File: src/rudc_pkg.sv
package rudc_pkg;

    // ---------------------------------------------------------------
    // counter geometry
    // ---------------------------------------------------------------
    localparam int unsigned RUDC_STAGES = 3;
    localparam logic [RUDC_STAGES:0] RUDC_RADIX = 4'h8;
    localparam bit RUDC_BINARY = (RUDC_RADIX == (1 << RUDC_STAGES));

    typedef logic [RUDC_STAGES-1:0] rudc_count_t;

    // ---------------------------------------------------------------
    // count values
    // ---------------------------------------------------------------
    localparam rudc_count_t RUDC_ZERO = 3'h0;
    localparam rudc_count_t RUDC_ONE = 3'h1;
    localparam rudc_count_t RUDC_TWO = 3'h2;
    localparam rudc_count_t RUDC_THREE = 3'h3;
    localparam rudc_count_t RUDC_FOUR = 3'h4;
    localparam rudc_count_t RUDC_SIX = 3'h6;
    localparam rudc_count_t RUDC_ALL_ONES = 3'h7;
    localparam rudc_count_t RUDC_TOP = rudc_count_t'(RUDC_RADIX - 4'h1);

endpackage : rudc_pkg

File: src/rudc_stage.sv
`timescale 1ns/10ps

module rudc_stage
    import rudc_pkg::*;
#(
    parameter bit COUNT_DOWN = 1'b0
) (
    input wire logic i_ref_clk,
    input wire logic i_rst,
    input wire logic i_load,
    input wire logic i_load_val,
    input wire logic i_toggle,
    output logic o_state,
    output logic o_state_next,
    output logic o_carry
);

    logic state_reg;
    logic state_next;
    logic carry_reg;
    logic carry_next;

    // ---------------------------------------------------------------
    // binary trigger with load
    // ---------------------------------------------------------------
    always_comb begin
        state_next = state_reg;
        carry_next = 1'b0;
        if (i_load) begin
            // load wins and swallows a coincident toggle
            state_next = i_load_val;
        end else if (i_toggle) begin
            state_next = ~state_reg;
            // up: carry on on-to-off, down: carry on off-to-on
            carry_next = COUNT_DOWN ? ~state_reg : state_reg; // [RULE3] [RULE8]
        end
    end

    always_ff @(posedge i_ref_clk or posedge i_rst) begin
        if (i_rst) begin
            state_reg <= 1'b0;
            carry_reg <= 1'b0;
        end else begin
            state_reg <= state_next;
            carry_reg <= carry_next;
        end
    end

    assign o_state = state_reg;
    assign o_state_next = state_next;
    assign o_carry = carry_reg;

endmodule : rudc_stage

File: src/rudc_counter.sv
`timescale 1ns/10ps

// Function
// [RULE1] clear drives every stage off before up counting starts
// [RULE2] strobe toggles only stage zero; higher stages move only by carry
// [RULE3] up counting carries to next stage only on an on-to-off change
// [RULE4] stage weights are one, two, four; on stages hold the pulse total
// [RULE5] three-stage up counter returns to zero on the eighth pulse
// [RULE6] non-binary radix wraps by blocking the strobe and forcing the wrap value
// [RULE7] down counting starts from a preset; each pulse subtracts one
// [RULE8] down counting carries to next stage only on an off-to-on change
// [RULE9] preset of three reaches zero after three pulses via two and one
// [RULE10] zero flag is high whenever every stage is off
// [RULE11] up wrap from all ones clears stages one by one, low to high
// [RULE12] down wrap from zero sets stages one by one, reaching the maximum
// [RULE13] source sends one-cycle strobes with an idle cycle between them
// [RULE14] clear and preset act on the edge and beat a coincident strobe

module rudc_counter
    import rudc_pkg::*;
#(
    parameter bit COUNT_DOWN = 1'b0
) (
    input wire logic i_ref_clk,
    input wire logic i_rst,
    input wire logic i_clear,
    input wire logic i_preset,
    input wire rudc_count_t i_preset_val,
    input wire logic i_strobe,
    output rudc_count_t o_count,
    output logic o_zero,
    output logic o_busy
);

    // ---------------------------------------------------------------
    // stage chain
    // ---------------------------------------------------------------
    rudc_count_t stage_q;
    rudc_count_t stage_next;
    rudc_count_t carry_q;
    rudc_count_t toggle;
    rudc_count_t load_val;
    logic load_all;
    logic wrap_block;
    logic busy;

    assign busy = |carry_q;

    // feedback for a radix that is not a power of two; the wrap value
    // is only judged once the chain has settled, so strobes must not
    // arrive while a ripple is still running in that mode
    always_comb begin
        wrap_block = 1'b0;
        if (!RUDC_BINARY && i_strobe && !busy) begin
            if (COUNT_DOWN) begin
                wrap_block = (stage_q == RUDC_ZERO); // [RULE6]
            end else begin
                wrap_block = (stage_q == RUDC_TOP); // [RULE6]
            end
        end
    end

    always_comb begin
        load_all = i_clear | i_preset | wrap_block;
        if (i_clear) begin
            load_val = RUDC_ZERO; // [RULE1] [RULE14]
        end else if (i_preset) begin
            load_val = i_preset_val; // [RULE7] [RULE14]
        end else if (COUNT_DOWN) begin
            load_val = RUDC_TOP; // [RULE6]
        end else begin
            load_val = RUDC_ZERO; // [RULE6]
        end
    end

    // the strobe reaches stage zero alone; each higher stage hears only
    // the carry of the stage below, so a ripple costs one cycle per stage
    genvar gi;
    generate
        for (gi = 0; gi < RUDC_STAGES; gi++) begin : g_stage
            if (gi == 0) begin : g_lsb
                // single-cycle strobes assumed; a held level would recount
                assign toggle[gi] = i_strobe & ~load_all; // [RULE2] [RULE13]
            end else begin : g_upper
                assign toggle[gi] = carry_q[gi-1]; // [RULE2] [RULE11] [RULE12]
            end
            rudc_stage #(
                .COUNT_DOWN(COUNT_DOWN)
            ) u_stage (
                .i_ref_clk(i_ref_clk),
                .i_rst(i_rst),
                .i_load(load_all),
                .i_load_val(load_val[gi]),
                .i_toggle(toggle[gi]),
                .o_state(stage_q[gi]),
                .o_state_next(stage_next[gi]),
                .o_carry(carry_q[gi])
            );
        end
    endgenerate

    // ---------------------------------------------------------------
    // zero detect
    // ---------------------------------------------------------------
    logic zero_reg;
    logic zero_next;

    always_comb begin
        zero_next = (stage_next == RUDC_ZERO); // [RULE10]
    end

    always_ff @(posedge i_ref_clk or posedge i_rst) begin
        if (i_rst) begin
            zero_reg <= 1'b1;
        end else begin
            zero_reg <= zero_next;
        end
    end

    // stage bits weigh one, two, four by position
    assign o_count = stage_q; // [RULE4]
    assign o_zero = zero_reg;
    assign o_busy = busy;

    // ---------------------------------------------------------------
    // settled-value model, read only by the checks below
    // ---------------------------------------------------------------
    rudc_count_t model_reg;
    rudc_count_t model_next;

    always_comb begin
        model_next = model_reg;
        if (i_clear) begin
            model_next = RUDC_ZERO;
        end else if (i_preset) begin
            model_next = i_preset_val;
        end else if (i_strobe) begin
            if (COUNT_DOWN) begin
                if (model_reg == RUDC_ZERO) begin
                    model_next = RUDC_TOP;
                end else begin
                    model_next = rudc_count_t'(model_reg - RUDC_ONE);
                end
            end else begin
                if (model_reg == RUDC_TOP) begin
                    model_next = RUDC_ZERO;
                end else begin
                    model_next = rudc_count_t'(model_reg + RUDC_ONE);
                end
            end
        end
    end

    always_ff @(posedge i_ref_clk or posedge i_rst) begin
        if (i_rst) begin
            model_reg <= RUDC_ZERO;
        end else begin
            model_reg <= model_next;
        end
    end

    generate
        if (!COUNT_DOWN) begin : g_up_checks

            if (RUDC_BINARY) begin : g_bin

            end
        end else begin : g_down_checks

            if (RUDC_BINARY) begin : g_bin

            end
        end
    endgenerate
endmodule : rudc_counter

File: config.mk
export PLATFORM = sky130hd
export DESIGN_NAME = rudc_counter
export DESIGN_NICKNAME = d
export VERILOG_FILES = /design/src/rudc_pkg.sv /design/src/rudc_stage.sv /design/src/rudc_counter.sv
export SDC_FILE = /design/constraint.sdc
export NUM_CORES = 1
export LEC_CHECK = 0
export BUFFER_PORTS_ARGS = -buffer_cell sky130_fd_sc_hd__buf_2
export CAP_MARGIN = 25
export CORE_AREA = 5 5 42 44
export DETAILED_ROUTE_END_ITERATION = 6
export DIE_AREA = 0 0 47 49
export GPL_TIMING_DRIVEN = 0
export MAX_ROUTING_LAYER = met4
export SYNTH_ARGS = -nofsm -noshare
export SYNTH_HDL_FRONTEND = slang
export SYNTH_HIERARCHICAL = 1
export SYNTH_SLANG_ARGS = --single-unit
File: constraint.sdc
create_clock -name i_ref_clk -period 1.1 [get_ports i_ref_clk]
set_input_delay 0.055 -clock i_ref_clk [delete_from_list [all_inputs] [get_ports i_ref_clk]]
set_output_delay 0.055 -clock i_ref_clk [all_outputs]
set_load 0.005 [all_outputs]
==> summary.md <==
| Metric | Value |
|---|---|
| Drt via density | around 4.3 |
| Tcrit/Tclk final | 1.07 |
| CP arrival | 1.34 ns |
| Yosys top cell by area | dfrtp_1 |
| Share of cells above drive strength 1 | 0.545 |
| GR Util All Layers | 0.0627 |
| Synth top area cells | dfrtp_1 (43%), mux2_4 (13%), ha_1 (11%) |
| Synth unique cells | 11 |
| Crit end category | flop |
| CP max stage delay | 0.37 ns |
| Cell Area, Synth | 352 sq um |
| Most frequent cells in the layout | buf_2 (12), dfrtp_1 (6), inv_1 (4) |
| Grt total ovfl | 0 |
| Drt wl/cell | 9.65 microns |
| DRC viols | 0 |
| Leakage | 0.296 nW |
| Clock tree from TritonCTS | yes |
| Sink Count | 7 |
| IO Count | 13 |
| # rows | 14 |
| Fmax | 851 MHz |
| Mapped Cells | 27 |
| Crit-path slowest cell | dfrtp_1 |
| Setup Buffers After CTS | 0 |
| Unrepaired setup endpoints after global routing | true |
| Worst Path Required | between 1 and 1.5 ns |
| Post-route minimum period | around 1.2 ns |
| Register Area | about 180 sq um |
| Pin count of the biggest net entering global routing | 7 |
| Worst-path clk slew | 0.05 ns |
| H-tree Lvls | 1 |
| Critical path class | reg2reg |
| Initial antenna violation count | 0 |
| Most common cell after layout, fill and taps aside | buf_2 |
| Syn nets | 38 |
| Die width | around 47 microns |
| CTS buffer count | 3 |
| Worst-Skew Late Latency | 0.24 ns |
| Root Driver | clkbuf_4 |
| Slew headroom | 0.871 |
| Number of fill cells | 151 |
| Clk_skew | 0.00175 ns |
| First-pass GRT wire length | 979 microns |
| Final Hold Viols | 0 |
| Mean Syn Cell Area | 13.0 sq um |
| Crit-path cells | ha_1 > mux2_4 > nor3_2 |
| Multi-input logic area | 165 sq um |
| Pins Over Slew Limit | 0 |
| Number of global-route vias before repair | between 200 and 300 |
| Worst vdd ir | 0.612 mV |
| Drt first pass iters | 2 |
| # diodes | 0 |
| Starting Density | 0.251 |
| Hold WC Path Type | in2reg |
| Maximum clock insertion buffer count | 2 |
| Synth Warn # | 6 |
| Setup-failing EPs final | 2 |
| Worst Slack Setup Final | -0.0750 ns |
| Worst slack, placed | -0.0866 ns |
| Hold Slack | ~0.22 ns |
| Total wire length | 579 microns |
| NumNets Final | 56 |
| Antenna-violating nets left | 0 |
| Core footprint | 1400 sq um |
| Crit Path Max Fanout | 2 |
| Height of the chip | around 49 microns |
| P per Cell Area | around 1200 nW/um^2 |
| Placer congestion estimate | 0.592 |
| DR iter-0 viols | 1 |
| Area delta synth->final | 34.5% |
| Worst Setup Start Kind | flop |
| Via count | 256 |
| Failing checks | setup timing |
| Die area | between 2000 and 2500 sq um |
| Status | finished with violations |
| Slew @ Worst Pin | 0.194 ns |
| Max Cap Viol | 0 |
| Register area share after synthesis | 0.502 |
| Share of the synthesized area in the top cell type | 0.427 |
| Seq cells post-synth | 7 |
| Port Buffer Count | 12 |
stage by stage:
stage / TNS (ns) / instance area, sq um / utilization / instances / power [mW]
global route: -0.201 / 473 / 0.338 / 60 / 0.606
detailed placement: -0.0866 / 437 / 0.312 / 55 / 0.355
floorplan: -0.0377 / 357 / - / 27 / 0.321
finish: -0.114 / 473 / 0.338 / 60 / 0.566
CTS: -0.147 / 473 / 0.338 / 60 / 0.580
global placement: -0.0739 / 437 / 0.312 / 55 / 0.353
worst max-delay path: cells and delay by family, from the launching register on:
family	cells	cell delay, ns
and+or+nand+nor	1	0.17
adders and majority gates	1	0.29
muxes	1	0.28
DFF	1	0.37
cell type report:
cell class,instances,share of cell area
Multi-Input combinational cell,16,0.349
Sequential cell,7,0.373
Clock buffer,4,0.0556
Timing Repair Buffer,13,0.148
Tap cell,16,0.0423
Inverter,4,0.0317
worst paths after layout:
kind | start | endpoint | slack [ns] | depth (start not counted)
max | g_stage[1].u_stage/o_state | o_zero | -0.07 | 3
min | i_preset_val[0] | g_stage[0].u_stage/o_state | 0.22 | 3
max reg2reg | g_stage[1].u_stage/o_state | o_zero | -0.07 | 3
min reg2reg | g_stage[1].u_stage/o_state | g_stage[1].u_stage/o_carry | 0.64 | 2
max in group asynchronous | i_rst | o_zero | 0.69 | 3
min in group asynchronous | i_rst | g_stage[0].u_stage/o_carry | 0.24 | 3
registers in the layout, indices dropped and copies added (netlist names):
| signal | count |
|---|---|
| g_stage.u_stage/o_carry | 3 |
| g_stage.u_stage/o_state | 3 |
| o_zero | 1 |
synthesized netlist by cell type:
cell type  number
or3_1           1
dfstp_2         1
and3b_1         3
nor3_1          1
ha_1            3
mux2_4          3
dfrtp_1         6
or2_2           1
nor3b_1         1
inv_1           4
and2b_2         3
repair_timing:
| item | CTS | global route |
|---|---|---|
| endpoints found under the hold margin | 7 | 0 |
| gates cloned | 0 | 0 |
| gates resized for setup | 0 | 0 |
| pin swaps | 2 | 0 |
| setup endpoints to repair | 2 | 3 |
| hold buffers | 1 | 0 |
layer usage:
metal  part of all wire  global-route usage  vias up
met5                  0                   -        -
met4                  0              0.0415        0
met3               0.14              0.0332        0
met2               0.48              0.0905       13
met1               0.38              0.0633      120
li1                   -                   -      123
power breakdown:
group	switching (mW)	internal [mW]	leakage [nW]
Combinational	0.0306	0.0422	0.188
Sequential	0.00472	0.273	0.0927
Clock	0.0777	0.137	0.0150
logic make-up after synthesis:
group	Yosys count	share of synthesized area
simple gates	10	0.221
flops	7	0.502
buf+inv	4	0.0427
mux	3	0.128
fa+ha+maj	3	0.107
(Power assumes the default switching activity.)
